### src/hdl/sfp_params.svh
// constants of the serial flash front end: opcodes,
// array geometry, dummy counts and fifo size; included by the fifo interface, the front end, the properties and the bench
`ifndef SFP_PARAMS_SVH
`define SFP_PARAMS_SVH
`define SFP_OP_SETLATCH 8'h06
`define SFP_OP_CLRLATCH 8'h04
`define SFP_OP_STWR 8'h01
`define SFP_OP_STRD1 8'h05
`define SFP_OP_STRD2 8'h35
`define SFP_OP_PGWR 8'h02
`define SFP_OP_SECWIPE 8'h20
`define SFP_OP_BLK32WIPE 8'h52
`define SFP_OP_BLK64WIPE 8'hD8
`define SFP_OP_CHIPWIPE1 8'h60
`define SFP_OP_CHIPWIPE2 8'hC7
`define SFP_OP_RSTARM 8'h66
`define SFP_OP_RSTGO 8'h99
`define SFP_OP_SLEEP 8'hB9
`define SFP_OP_WAKE 8'hAB
`define SFP_OP_RD 8'h03
`define SFP_OP_FRD 8'h0B
`define SFP_OP_DOUT 8'h3B
`define SFP_OP_DIO 8'hBB
`define SFP_OP_QOUT 8'h6B
`define SFP_OP_QIO 8'hEB
`define SFP_DUMMY_FAST 4'h8
`define SFP_DUMMY_DIO 4'h4
`define SFP_DUMMY_QIO 4'h6
`define SFP_ADDR_W 20
`define SFP_ADDR_MAX 20'hFFFFF
`define SFP_LG_PAGE 5'h08
`define SFP_LG_SECTOR 5'h0C
`define SFP_LG_BLK32 5'h0F
`define SFP_LG_BLK64 5'h10
`define SFP_FIFO_W 8
`define SFP_FIFO_DEPTH 16
`define SFP_IDLE_BYTE 8'hFF
`endif

### src/hdl/sfp_pkg.sv
// types of the serial flash front end
// assumes nothing of its surroundings
package sfp_pkg;
	typedef enum logic [4:0] {
		PH_CMD = 5'h01,
		PH_ADDR = 5'h02,
		PH_DUMMY = 5'h04,
		PH_DATA = 5'h08,
		PH_IGNORE = 5'h10
	} sfp_phase_t;
endpackage

### src/hdl/sfp_fifo_if.sv
// carrier between the front end and its read-data fifo
// assumes both ends run on the same clock
`timescale 1ns/100ps
`default_nettype none
`include "sfp_params.svh"
interface sfp_fifo_if;
	logic [`SFP_FIFO_W-1:0] pushData;
	logic pushValid;
	logic pushReady;
	logic [`SFP_FIFO_W-1:0] popData;
	logic popValid;
	logic popReady;
	logic flush;
	modport store (input pushData, input pushValid, output pushReady,
		output popData, output popValid, input popReady, input flush);
	modport ctrl (output pushData, output pushValid, input pushReady,
		input popData, input popValid, output popReady, output flush);
endinterface
`default_nettype wire

### src/hdl/sfp_stream_fifo.sv
// synchronous fifo with valid/ready on both sides and a flush
// assumes one clock and a synchronous active-high reset
`timescale 1ns/100ps
`default_nettype none
module sfp_stream_fifo #(
	parameter int WIDTH = 8,
	parameter int DEPTH = 16
) (
	input wire logic clk, // clock
	input wire logic rst, // synchronous reset
	sfp_fifo_if.store bus // push and pop sides
);
	localparam int AW = $clog2(DEPTH);
	localparam int CW = $clog2(DEPTH + 1);
	logic [WIDTH-1:0] mem [DEPTH];
	logic [AW-1:0] wrPtr_q;
	logic [AW-1:0] rdPtr_q;
	logic [CW-1:0] count_q;
	logic [CW-1:0] count_d;
	logic notFull_q;
	logic doPush;
	logic doPop;

	assign doPush = bus.pushValid && notFull_q;
	assign doPop = bus.popReady && (count_q != '0);
	assign bus.pushReady = notFull_q;
	assign bus.popValid = (count_q != '0);
	assign bus.popData = mem[rdPtr_q];

	always_comb
	begin
		count_d = count_q;
		if (doPush && !doPop)
			count_d = count_q + 1'b1;
		else if (doPop && !doPush)
			count_d = count_q - 1'b1;
	end

	always_ff @(posedge clk)
	begin
		if (doPush)
			mem[wrPtr_q] <= bus.pushData;
	end

	// full is registered so the ready seen upstream is a clean flop
	always_ff @(posedge clk)
	begin
		if (rst || bus.flush)
		begin
			wrPtr_q <= '0;
			rdPtr_q <= '0;
			count_q <= '0;
			notFull_q <= 1'b1;
		end
		else
		begin
			if (doPush)
				wrPtr_q <= AW'(wrPtr_q + 1'b1);
			if (doPop)
				rdPtr_q <= AW'(rdPtr_q + 1'b1);
			count_q <= count_d;
			notFull_q <= (count_d != CW'(DEPTH));
		end
	end
endmodule
`default_nettype wire

### src/hdl/sfp_flash_front.sv
// serial bus front end and write protection of a 1MB serial flash
// assumes pins arrive asynchronous to mclk; array engine sits outside
`timescale 1ns/100ps
`default_nettype none
`include "sfp_params.svh"
module sfp_flash_front (
	input wire logic mclk, // 125 MHz system clock
	input wire logic sys_rst, // synchronous reset, power-up
	input wire logic sclkPin, // serial clock from host
	input wire logic csPinN, // chip select, active low
	input wire logic [3:0] dataLineIn, // data_line_3..0 pin levels
	output logic [3:0] dataLineOut, // data_line_3..0 drive value
	output logic [3:0] dataLineOe, // high while driving the line
	input wire logic [7:0] rdByte, // array byte for the read stream
	input wire logic rdByteValid, // rdByte valid
	output logic rdByteReady, // fifo has room
	output logic [19:0] rdAddr, // start address of a read
	output logic rdStart, // pulse: read stream starts
	output logic [7:0] pgmByte, // byte received for page write
	output logic pgmStb, // pulse: pgmByte valid
	output logic [7:0] opCode, // accepted write or wipe opcode
	output logic [19:0] opAddr, // its aligned start address
	output logic opStart, // pulse: launch array operation
	output logic opRefused, // pulse: refused by protection
	input wire logic busyIn, // array engine busy
	output logic writeLatchFlag, // write enable latch
	output logic [4:0] protectRangeBits, // protected range code
	output logic rangeInvertBit, // protect the complement
	output logic quadLinesEnable, // quad lines, pause disabled
	output logic statusLockBitHi, // status lock, high bit
	output logic statusLockBitLo, // status lock, low bit
	output logic pausedOut, // bus paused
	output logic deepSleep // deep power-down
);
	sfp_pkg::sfp_phase_t phase_q;
	logic [2:0] sclkS;
	logic [2:0] csS;
	logic [3:0] dinS1;
	logic [3:0] dinS2;
	logic csLow;
	logic csRise;
	logic sclkRise;
	logic sclkFall;
	logic paused_q;
	logic [7:0] inShift_q;
	logic [3:0] bitCnt_q;
	logic [1:0] byteCnt_q;
	logic [3:0] dumCnt_q;
	logic [1:0] stBytes_q;
	logic [7:0] op_q;
	logic [23:0] addr_q;
	logic addrDone_q;
	logic [7:0] outShift_q;
	logic [3:0] outCnt_q;
	logic [3:0] lanes;
	logic [3:0] outLanes;
	logic [3:0] bitSum;
	logic byteDone;
	logic [7:0] shIn;
	logic [7:0] cur;
	logic popNow;
	logic frameEnd;
	logic endOk;
	logic locked;
	logic [7:0] sr1;
	logic [7:0] sr2;
	logic wel_q;
	logic sleep_q;
	logic arm_q;
	logic [4:0] bp_q;
	logic inv_q;
	logic quad_q;
	logic lockHi_q;
	logic lockLo_q;
	logic wipeOp;
	logic [4:0] span;
	logic [19:0] unitLo;
	logic [19:0] unitHi;
	sfp_fifo_if fifoBus();

	function automatic logic isArrayRead(input logic [7:0] op);
		return op == `SFP_OP_RD || op == `SFP_OP_FRD ||
			op == `SFP_OP_DOUT || op == `SFP_OP_DIO ||
			op == `SFP_OP_QOUT || op == `SFP_OP_QIO;
	endfunction

	function automatic logic isStatRead(input logic [7:0] op);
		return op == `SFP_OP_STRD1 || op == `SFP_OP_STRD2;
	endfunction

	function automatic logic [3:0] lanesOf(input sfp_pkg::sfp_phase_t ph,
		input logic [7:0] op);
		logic [3:0] n;
		n = 4'h1;
		if (ph != sfp_pkg::PH_CMD)
		begin
			if (op == `SFP_OP_DIO || (ph == sfp_pkg::PH_DATA &&
				op == `SFP_OP_DOUT))
				n = 4'h2;
			if (op == `SFP_OP_QIO || (ph == sfp_pkg::PH_DATA &&
				op == `SFP_OP_QOUT))
				n = 4'h4;
		end
		return n;
	endfunction

	function automatic logic [3:0] dummyOf(input logic [7:0] op);
		case (op)
			`SFP_OP_FRD, `SFP_OP_DOUT, `SFP_OP_QOUT: return `SFP_DUMMY_FAST;
			`SFP_OP_DIO: return `SFP_DUMMY_DIO;
			`SFP_OP_QIO: return `SFP_DUMMY_QIO;
			default: return 4'h0;
		endcase
	endfunction

	// everything but wake and the reset pair ends up ignored in sleep
	function automatic sfp_pkg::sfp_phase_t firstPhase(input logic [7:0] op,
		input logic sleep, input logic quad);
		if (sleep)
			return sfp_pkg::PH_IGNORE;
		case (op)
			`SFP_OP_RD, `SFP_OP_FRD, `SFP_OP_DOUT, `SFP_OP_DIO,
			`SFP_OP_PGWR, `SFP_OP_SECWIPE, `SFP_OP_BLK32WIPE,
			`SFP_OP_BLK64WIPE: return sfp_pkg::PH_ADDR;
			`SFP_OP_QOUT, `SFP_OP_QIO:
				return quad ? sfp_pkg::PH_ADDR : sfp_pkg::PH_IGNORE;
			`SFP_OP_STRD1, `SFP_OP_STRD2, `SFP_OP_STWR:
				return sfp_pkg::PH_DATA;
			default: return sfp_pkg::PH_IGNORE;
		endcase
	endfunction

	// protected ranges always touch an array end; the mask test is
	// exact because every range is a power of two in size
	function automatic logic isProt(input logic [4:0] bp, input logic inv,
		input logic [19:0] a);
		logic [4:0] lg;
		logic hit;
		lg = bp[4] ? (bp[2] ? 5'h0F : 5'h0B + {3'h0, bp[1:0]}) :
			5'h0F + {2'h0, bp[2:0]};
		if (bp[2:0] == 3'h0)
			hit = 1'b0;
		else if (bp[2:1] == 2'h3 || (!bp[4] && bp[2:0] == 3'h5))
			hit = 1'b1;
		else if (bp[3])
			hit = (a >> lg) == 20'h00000;
		else
			hit = (a >> lg) == (`SFP_ADDR_MAX >> lg);
		return hit ^ inv;
	endfunction

	// mode 0 and mode 3 look alike: only edges inside select count
	assign csLow = !csS[1];
	assign csRise = csS[1] && !csS[2];
	assign sclkRise = sclkS[1] && !sclkS[2] && csLow && !paused_q;
	assign sclkFall = !sclkS[1] && sclkS[2] && csLow && !paused_q;
	assign lanes = lanesOf(phase_q, op_q);
	assign outLanes = lanesOf(sfp_pkg::PH_DATA, op_q);
	assign bitSum = bitCnt_q + lanes;
	assign byteDone = (bitSum == 4'h8);
	assign shIn = (lanes == 4'h4) ? {inShift_q[3:0], dinS2} :
		(lanes == 4'h2) ? {inShift_q[5:0], dinS2[1:0]} :
		{inShift_q[6:0], dinS2[0]};
	assign sr1 = {lockLo_q, bp_q, wel_q, busyIn};
	assign sr2 = {1'b0, inv_q, 4'h0, quad_q, lockHi_q};
	// protect pin counts only while it is not a data line
	assign locked = lockHi_q || (lockLo_q && !quad_q && !dinS2[2]);
	assign popNow = sclkFall && phase_q == sfp_pkg::PH_DATA &&
		isArrayRead(op_q) && outCnt_q == 4'h0;
	assign cur = (outCnt_q != 4'h0) ? outShift_q :
		isStatRead(op_q) ? ((op_q == `SFP_OP_STRD1) ? sr1 : sr2) :
		fifoBus.popValid ? fifoBus.popData : `SFP_IDLE_BYTE;
	// a command counts only if its frame ended on a byte boundary
	// and no pause was active when select rose
	assign frameEnd = csRise && !paused_q && phase_q != sfp_pkg::PH_CMD &&
		bitCnt_q == 4'h0;
	assign endOk = frameEnd && (!sleep_q || op_q == `SFP_OP_WAKE ||
		op_q == `SFP_OP_RSTARM || op_q == `SFP_OP_RSTGO);
	assign wipeOp = ((op_q == `SFP_OP_PGWR || op_q == `SFP_OP_SECWIPE ||
		op_q == `SFP_OP_BLK32WIPE || op_q == `SFP_OP_BLK64WIPE) &&
		addrDone_q) || op_q == `SFP_OP_CHIPWIPE1 ||
		op_q == `SFP_OP_CHIPWIPE2;
	assign span = (op_q == `SFP_OP_PGWR) ? `SFP_LG_PAGE :
		(op_q == `SFP_OP_SECWIPE) ? `SFP_LG_SECTOR :
		(op_q == `SFP_OP_BLK32WIPE) ? `SFP_LG_BLK32 : `SFP_LG_BLK64;
	// a chip wipe spans the whole array; others their page, sector or block
	assign unitLo = wipeOp && (op_q == `SFP_OP_CHIPWIPE1 ||
		op_q == `SFP_OP_CHIPWIPE2) ? 20'h00000 :
		(addr_q[19:0] >> span) << span;
	assign unitHi = (op_q == `SFP_OP_CHIPWIPE1 ||
		op_q == `SFP_OP_CHIPWIPE2) ? `SFP_ADDR_MAX :
		unitLo | ~((`SFP_ADDR_MAX >> span) << span);

	assign fifoBus.pushData = rdByte;
	assign fifoBus.pushValid = rdByteValid;
	assign fifoBus.popReady = popNow;
	assign fifoBus.flush = !csLow;
	assign rdByteReady = fifoBus.pushReady;
	assign writeLatchFlag = wel_q;
	assign protectRangeBits = bp_q;
	assign rangeInvertBit = inv_q;
	assign quadLinesEnable = quad_q;
	assign statusLockBitHi = lockHi_q;
	assign statusLockBitLo = lockLo_q;
	assign pausedOut = paused_q;
	assign deepSleep = sleep_q;

	sfp_stream_fifo #(
		.WIDTH(`SFP_FIFO_W),
		.DEPTH(`SFP_FIFO_DEPTH)
	) u_fifo (
		.clk(mclk),
		.rst(sys_rst),
		.bus(fifoBus)
	);

	// first stage of each chain feeds only its second stage
	always_ff @(posedge mclk)
	begin
		if (sys_rst)
		begin
			sclkS <= 3'h0;
			csS <= 3'h7;
			dinS1 <= 4'hF;
			dinS2 <= 4'hF;
		end
		else
		begin
			sclkS <= {sclkS[1:0], sclkPin};
			csS <= {csS[1:0], csPinN};
			dinS1 <= dataLineIn;
			dinS2 <= dinS1;
		end
	end

	// level test on a clock-low moment stands in for the edge
	always_ff @(posedge mclk)
	begin
		if (sys_rst || !csLow || quad_q)
			paused_q <= 1'b0;
		else if (!sclkS[1] && !paused_q && !dinS2[3])
			paused_q <= 1'b1;
		else if (!sclkS[1] && paused_q && dinS2[3])
			paused_q <= 1'b0;
	end

	always_ff @(posedge mclk)
	begin
		if (sys_rst || !csLow)
		begin
			phase_q <= sfp_pkg::PH_CMD;
			inShift_q <= 8'h00;
			bitCnt_q <= 4'h0;
			byteCnt_q <= 2'h0;
			dumCnt_q <= 4'h0;
			stBytes_q <= 2'h0;
			op_q <= 8'h00;
			addr_q <= 24'h000000;
			addrDone_q <= 1'b0;
		end
		else if (sclkRise)
		begin
			inShift_q <= shIn;
			bitCnt_q <= byteDone ? 4'h0 : bitSum;
			case (phase_q)
				sfp_pkg::PH_CMD:
					if (byteDone)
					begin
						op_q <= shIn;
						phase_q <= firstPhase(shIn, sleep_q, quad_q);
					end
				sfp_pkg::PH_ADDR:
					if (byteDone)
					begin
						addr_q <= {addr_q[15:0], shIn};
						byteCnt_q <= byteCnt_q + 2'h1;
						if (byteCnt_q == 2'h2)
						begin
							addrDone_q <= 1'b1;
							phase_q <= (dummyOf(op_q) == 4'h0) ?
								sfp_pkg::PH_DATA : sfp_pkg::PH_DUMMY;
						end
					end
				sfp_pkg::PH_DUMMY:
				begin
					bitCnt_q <= 4'h0;
					dumCnt_q <= dumCnt_q + 4'h1;
					if (dumCnt_q == dummyOf(op_q) - 4'h1)
						phase_q <= sfp_pkg::PH_DATA;
				end
				sfp_pkg::PH_DATA:
					if (byteDone)
					begin
						stBytes_q <= stBytes_q + {1'b0, stBytes_q != 2'h3};
						if (op_q == `SFP_OP_STWR && !stBytes_q[1])
							addr_q <= {addr_q[15:0], shIn};
					end
				default: ;
			endcase
		end
	end

	always_ff @(posedge mclk)
	begin
		if (sys_rst)
		begin
			rdStart <= 1'b0;
			rdAddr <= 20'h00000;
			pgmStb <= 1'b0;
			pgmByte <= 8'h00;
		end
		else
		begin
			rdStart <= sclkRise && phase_q == sfp_pkg::PH_ADDR &&
				byteDone && byteCnt_q == 2'h2 && isArrayRead(op_q);
			if (sclkRise && phase_q == sfp_pkg::PH_ADDR && byteDone)
				rdAddr <= {addr_q[11:0], shIn};
			pgmStb <= sclkRise && phase_q == sfp_pkg::PH_DATA &&
				byteDone && op_q == `SFP_OP_PGWR;
			if (sclkRise && phase_q == sfp_pkg::PH_DATA && byteDone)
				pgmByte <= shIn;
		end
	end

	// output bits move only on falling edges; lines released on pause or deselect
	always_ff @(posedge mclk)
	begin
		if (sys_rst || !csLow)
		begin
			outShift_q <= 8'h00;
			outCnt_q <= 4'h0;
			dataLineOut <= 4'h0;
			dataLineOe <= 4'h0;
		end
		else if (paused_q)
			dataLineOe <= 4'h0;
		else if (sclkFall && phase_q == sfp_pkg::PH_DATA &&
			(isArrayRead(op_q) || isStatRead(op_q)))
		begin
			outShift_q <= cur << outLanes;
			outCnt_q <= ((outCnt_q == 4'h0) ? 4'h8 : outCnt_q) - outLanes;
			case (outLanes)
				4'h4:
				begin
					dataLineOut <= cur[7:4];
					dataLineOe <= 4'hF;
				end
				4'h2:
				begin
					dataLineOut <= {2'h0, cur[7:6]};
					dataLineOe <= 4'h3;
				end
				default:
				begin
					dataLineOut <= {2'h0, cur[7], 1'b0};
					dataLineOe <= 4'h2;
				end
			endcase
		end
	end

	always_ff @(posedge mclk)
	begin
		if (sys_rst)
		begin
			wel_q <= 1'b0;
			sleep_q <= 1'b0;
			arm_q <= 1'b0;
		end
		else if (endOk)
		begin
			arm_q <= (op_q == `SFP_OP_RSTARM);
			case (op_q)
				`SFP_OP_SETLATCH: wel_q <= 1'b1;
				`SFP_OP_CLRLATCH, `SFP_OP_STWR, `SFP_OP_PGWR,
				`SFP_OP_SECWIPE, `SFP_OP_BLK32WIPE, `SFP_OP_BLK64WIPE,
				`SFP_OP_CHIPWIPE1, `SFP_OP_CHIPWIPE2:
					wel_q <= 1'b0;
				`SFP_OP_SLEEP: sleep_q <= 1'b1;
				`SFP_OP_WAKE: sleep_q <= 1'b0;
				`SFP_OP_RSTGO:
					if (arm_q)
					begin
						wel_q <= 1'b0;
						sleep_q <= 1'b0;
					end
				default: ;
			endcase
		end
	end

	// status fields are held across frames; only power-up clears them
	always_ff @(posedge mclk)
	begin
		if (sys_rst)
		begin
			bp_q <= 5'h00;
			inv_q <= 1'b0;
			quad_q <= 1'b0;
			lockHi_q <= 1'b0;
			lockLo_q <= 1'b0;
		end
		else if (endOk && op_q == `SFP_OP_STWR && wel_q && !locked &&
			stBytes_q != 2'h0)
		begin
			lockLo_q <= (stBytes_q == 2'h1) ? addr_q[7] : addr_q[15];
			bp_q <= (stBytes_q == 2'h1) ? addr_q[6:2] : addr_q[14:10];
			if (stBytes_q != 2'h1)
			begin
				lockHi_q <= addr_q[0];
				quad_q <= addr_q[1];
				inv_q <= addr_q[6];
			end
		end
	end

	// launch proceeds regardless of later pauses on the bus
	always_ff @(posedge mclk)
	begin
		if (sys_rst)
		begin
			opStart <= 1'b0;
			opRefused <= 1'b0;
			opCode <= 8'h00;
			opAddr <= 20'h00000;
		end
		else
		begin
			opStart <= 1'b0;
			opRefused <= 1'b0;
			if (endOk && wipeOp && wel_q)
			begin
				opCode <= op_q;
				opAddr <= unitLo;
				if (isProt(bp_q, inv_q, unitLo) ||
					isProt(bp_q, inv_q, unitHi))
					opRefused <= 1'b1;
				else
					opStart <= 1'b1;
			end
		end
	end
endmodule
`default_nettype wire

### config.mk
export PLATFORM = sky130hd
export DESIGN_NAME = sfp_flash_front
export DESIGN_NICKNAME = d
export VERILOG_FILES = /design/src/hdl/sfp_pkg.sv /design/src/hdl/sfp_fifo_if.sv /design/src/hdl/sfp_stream_fifo.sv /design/src/hdl/sfp_flash_front.sv
export VERILOG_INCLUDE_DIRS = /design/src /design/src/hdl
export SDC_FILE = /design/constraint.sdc
export NUM_CORES = 1
export LEC_CHECK = 0
export ABC_AREA = 1
export CORE_MARGIN = 2
export CORE_UTILIZATION = 30
export DETAILED_ROUTE_END_ITERATION = 12
export DONT_BUFFER_PORTS = 1
export PLACE_DENSITY_LB_ADDON = 0.12
export SLEW_MARGIN = 20
export SYNTH_ARGS = -nofsm -noshare
export SYNTH_HDL_FRONTEND = slang
export SYNTH_SLANG_ARGS = --single-unit
### constraint.sdc
create_clock -name mclk -period 4.2 [get_ports mclk]
set_input_delay 0 -clock mclk [delete_from_list [all_inputs] [get_ports mclk]]
set_output_delay 0 -clock mclk [all_outputs]
set_load 0.1 [all_outputs]
==> impl_metrics.py <==
metrics = {
    "timing": {
        "fin_skew_ns": 0.0275,
        "tns_ns": 0,
        "final.min_clock_period_ns": 3.81,
        "setup_viol": 0,
        "finalHoldViolations": 0,
        "hold_slack_ns": 0.0885,
        "fin_ws_ns": 0.386,
        "drv_slew": 0,
        "timing.final.crit_share_pct": 90.8,
        "maxSlewHeadroom_pct": 23.4,
        "fmax_mhz": 262,
        "worstMarginPinSlew_ns": 1.15,
    },
    "job": {
        "drv_cap": 0,
    },
    "synth": {
        "synth.distinct_cells": 61,
        "synth_ff_type": "dfxtp_1",
        "yosysWarnings": 0,
        "synth_edf_count": 128,
        "synth-seq-cells": 305,
        "synthTopCellsByArea": "edfxtp_1, dfxtp_1, nand2_1, nor2_1, o21ai_0",
        "synth_common_cells": "nand2_1, nor2_1, inv_1",
        "yosysTopAreaCellShare_pct": 24.6,
        "synth_area_um2": 15600,
        "synth_nets": 2016,
        "yosysTopAreaCell": "edfxtp_1",
        "synthCells": 1976,
        "ys_seq_area_share_pct": 47.4,
        "avgSynthCellArea_um2": 7.89,
        "yosysMostFrequentCell": "nand2_1",
        "synthArstFlopShare_pct": 0,
    },
    "global_route": {
        "antenna_found_initial": 2,
        "first_global_vias": 12800,
        "grt_pass1_wl_mm": 78.0,
        "grt_usage_pct": 18.8,
        "grt_max_degree": 59,
        "grt_overflow_total": 0,
    },
    "clocking": {
        "numCtsBuffers": 37,
        "cts_tree": "yes",
        "clkLatencyLatePin_ns": 0.57,
        "postCtsSetupRepairBufs": 0,
        "cts_buffer_depth": 3,
        "root_buffer": "clkbuf_16",
        "htreeDepth": 2,
        "clk_pin_slew_ns": 0.06,
        "cts_num_sinks": 305,
    },
    "final_layout": {
        "drive_above_1_share_pct": 9.55,
        "fill_cells": 5405,
        "finalNonFillerCells": 2701,
        "nNetsFinal": 2038,
        "final_util_pct": 34.6,
        "areaGrowthSynthToFinish_pct": 14.0,
        "finalInstanceArea_um2": 17800,
    },
    "worst_setup_path": {
        "worstPathCellList": "inv_2 > nand2_1 > nor2_1 > nand2_1 > nand2_2 > nand3_4 > clkinv_2 > nor2_2 > ha_1 > inv_1 > fa_1 > xnor2_1 > nor2_1 > nand3_1 > nor2_1 > inv_1 > nor2_2 > inv_1 > o31ai_2 > buf_4 > a21oi_1 > o21ai_0 > inv_1",
        "cp_data_arrival_time_ns": 4.26,
        "cpPeakStageDelay_ns": 0.41,
        "reg2reg_depth": 23,
        "critPathRequiredTime_ns": 4.65,
        "startpoint_type": "flop",
        "critical_path_depth": 23,
        "crit_path_frequent_cell": "inv_1",
        "critPathMaxFanout": 18,
        "cp-end-kind": "flop",
        "crit_family": "simple AND/OR/NAND/NOR gates",
        "path_buf_inv": 7,
        "path_class": "flop to flop",
        "cpMaxStageDelayCell": "dfxtp_1",
    },
    "power": {
        "p_int_mw": 4.88,
        "power-per-cell-area_nw_per_um2": 350,
        "p_sw_share_pct": 21.7,
        "p_total_mw": 6.23,
        "total_leakage_power_nw": 6.97,
        "seq_power_share_pct": 49.8,
        "power_frac_comb_pct": 1.5,
        "clkPwrFrac_pct": 48.6,
        "vdd_ir_drop_max_uv": 278,
        "power.net_switching_mw": 1.35,
    },
    "routing": {
        "drc": 0,
        "detail-route-antenna-nets": 0,
        "vias": 13500,
        "drt_pass1_iterations": 5,
        "routed_wl_mm": 51.0,
        "post_drt_wl_per_cell_um": 18.9,
        "drt_iter0_drc": 847,
        "vias_per_cell": 4.99,
    },
    "place": {
        "dp_cells": 2623,
        "gp_congestion": 0.899,
        "portBuffers": 0,
        "place_area_um2": 16500,
        "place_ws_ns": 0.357,
        "dp_hpwl_mm": 37.1,
    },
    "floorplanning": {
        "core_area_um2": 51400,
        "initial_core_util_pct": 30.3,
        "dieArea_um2": 53800,
        "ios": 99,
        "core.rowCount": 83,
        "die_w_um": 232,
        "fp.dieH_um": 232,
    },
    "worst_hold_path": {
        "whs_path_depth": 2,
        "hold_path_class": "input port to flop",
    },
    "status": {
        "run_status": "complete, no violations",
    },
}
-- sequential cells by signal (all words and copies together) (netlist names), 5 cells and up, named ones only --
name and flops:
pgmByte 8, u_fifo.mem 128, phase_q 5, u_fifo.count_q 5, inShift_q 7, addr_q 20
outShift_q 8, opCode 8, rdAddr 20, protectRangeBits 5, op_q 8, opAddr 20
-- power groups by stage --
stage               clock network, mW  logic [mW]  registers, mW
floorplan                           0      0.0435           3.17
global placement                    0      0.0638           3.17
detailed placement                  0      0.0642           3.17
CTS                              3.12      0.0987           3.10
global route                     3.25       0.106           3.10
finish                           3.03      0.0964           3.10
-- logic make-up after synthesis --
| logic type | share of synthesized area [%] |
|---|---|
| compound gates | 16.1 |
| xor+xnor | 0.449 |
| fa+ha+maj | 1.86 |
| buf+inv | 7.88 |
| flops | 47.4 |
| mux | 1.68 |
| simple gates | 24.7 |
-- placed cells by master (no fill, tap or decap), types with 15 or more instances in the layout --
| cell type | n |
|---|---|
| buf_4 | 48 |
| clkbuf_16 | 37 |
| nand3_2 | 15 |
| nand2_1 | 373 |
| mux2i_1 | 25 |
| o21ai_1 | 15 |
| nor3_1 | 22 |
| o221ai_1 | 25 |
| o211ai_1 | 25 |
| nand4_1 | 23 |
| nand3_1 | 148 |
| a211oi_1 | 19 |
| inv_1 | 206 |
| inv_2 | 19 |
| o21ai_0 | 168 |
| dlygate4sd3_1 | 16 |
| a21oi_1 | 134 |
| ha_1 | 20 |
| dfxtp_1 | 174 |
| edfxtp_1 | 128 |
| nor2_1 | 238 |
-- repair_timing --
| item | 4_1_cts | 5_1_grt |
|---|---|---|
| hold buffers | 16 | 0 |
| endpoints found under the setup margin | 0 | 10 |
| hold endpoints to repair | 193 | 0 |
| gates resized for setup | 0 | 2 |
-- final timing paths --
check / startpoint / to / slack (ns)
worst min register to register: sclkS[0] / sclkS[1] / 0.41
worst min-delay path: dataLineIn[0] / dinS1[0] / 0.09
worst max register to register: op_q[7] / addr_q[2] / 0.39
worst max-delay path: op_q[7] / addr_q[2] / 0.39
-- metal layers --
metal  track usage [%]  vias to the layer above  wire, µm
li1                  -                     6742         -
met4              5.83                        2      1470
met2              30.2                      319     23200
met1              25.4                     6333     23700
met5                 0                        -        13
met3              3.84                       82      2640
-- worst register-to-register path, cell delays in order (launching register included) --
cell and delay (ns):
dfxtp_1 0.41, inv_2 0.08, nand2_1 0.12, nor2_1 0.10
nand2_1 0.10, nand2_2 0.11, nand3_4 0.13, clkinv_2 0.15
nor2_2 0.15, ha_1 0.17, inv_1 0.06, fa_1 0.40
xnor2_1 0.15, nor2_1 0.09, nand3_1 0.16, nor2_1 0.25
inv_1 0.12, nor2_2 0.15, inv_1 0.21, o31ai_2 0.11
buf_4 0.25, a21oi_1 0.08, o21ai_0 0.11, inv_1 0.05
-- area by class of cell --
type / count / area (µm²) / share of cell area (%)
Inverter: 232 / 872 / 4.90
Clock inverter: 13 / 133 / 0.745
Tap cell: 680 / 851 / 4.78
Clock buffer: 48 / 1010 / 5.66
Sequential cell: 305 / 7390 / 41.5
Timing Repair Buffer: 65 / 532 / 2.99
Antenna cell: 1 / 2.50 / 0.0141
Multi-Input combinational cell: 1357 / 7000 / 39.4
(Power assumes the default switching activity.)
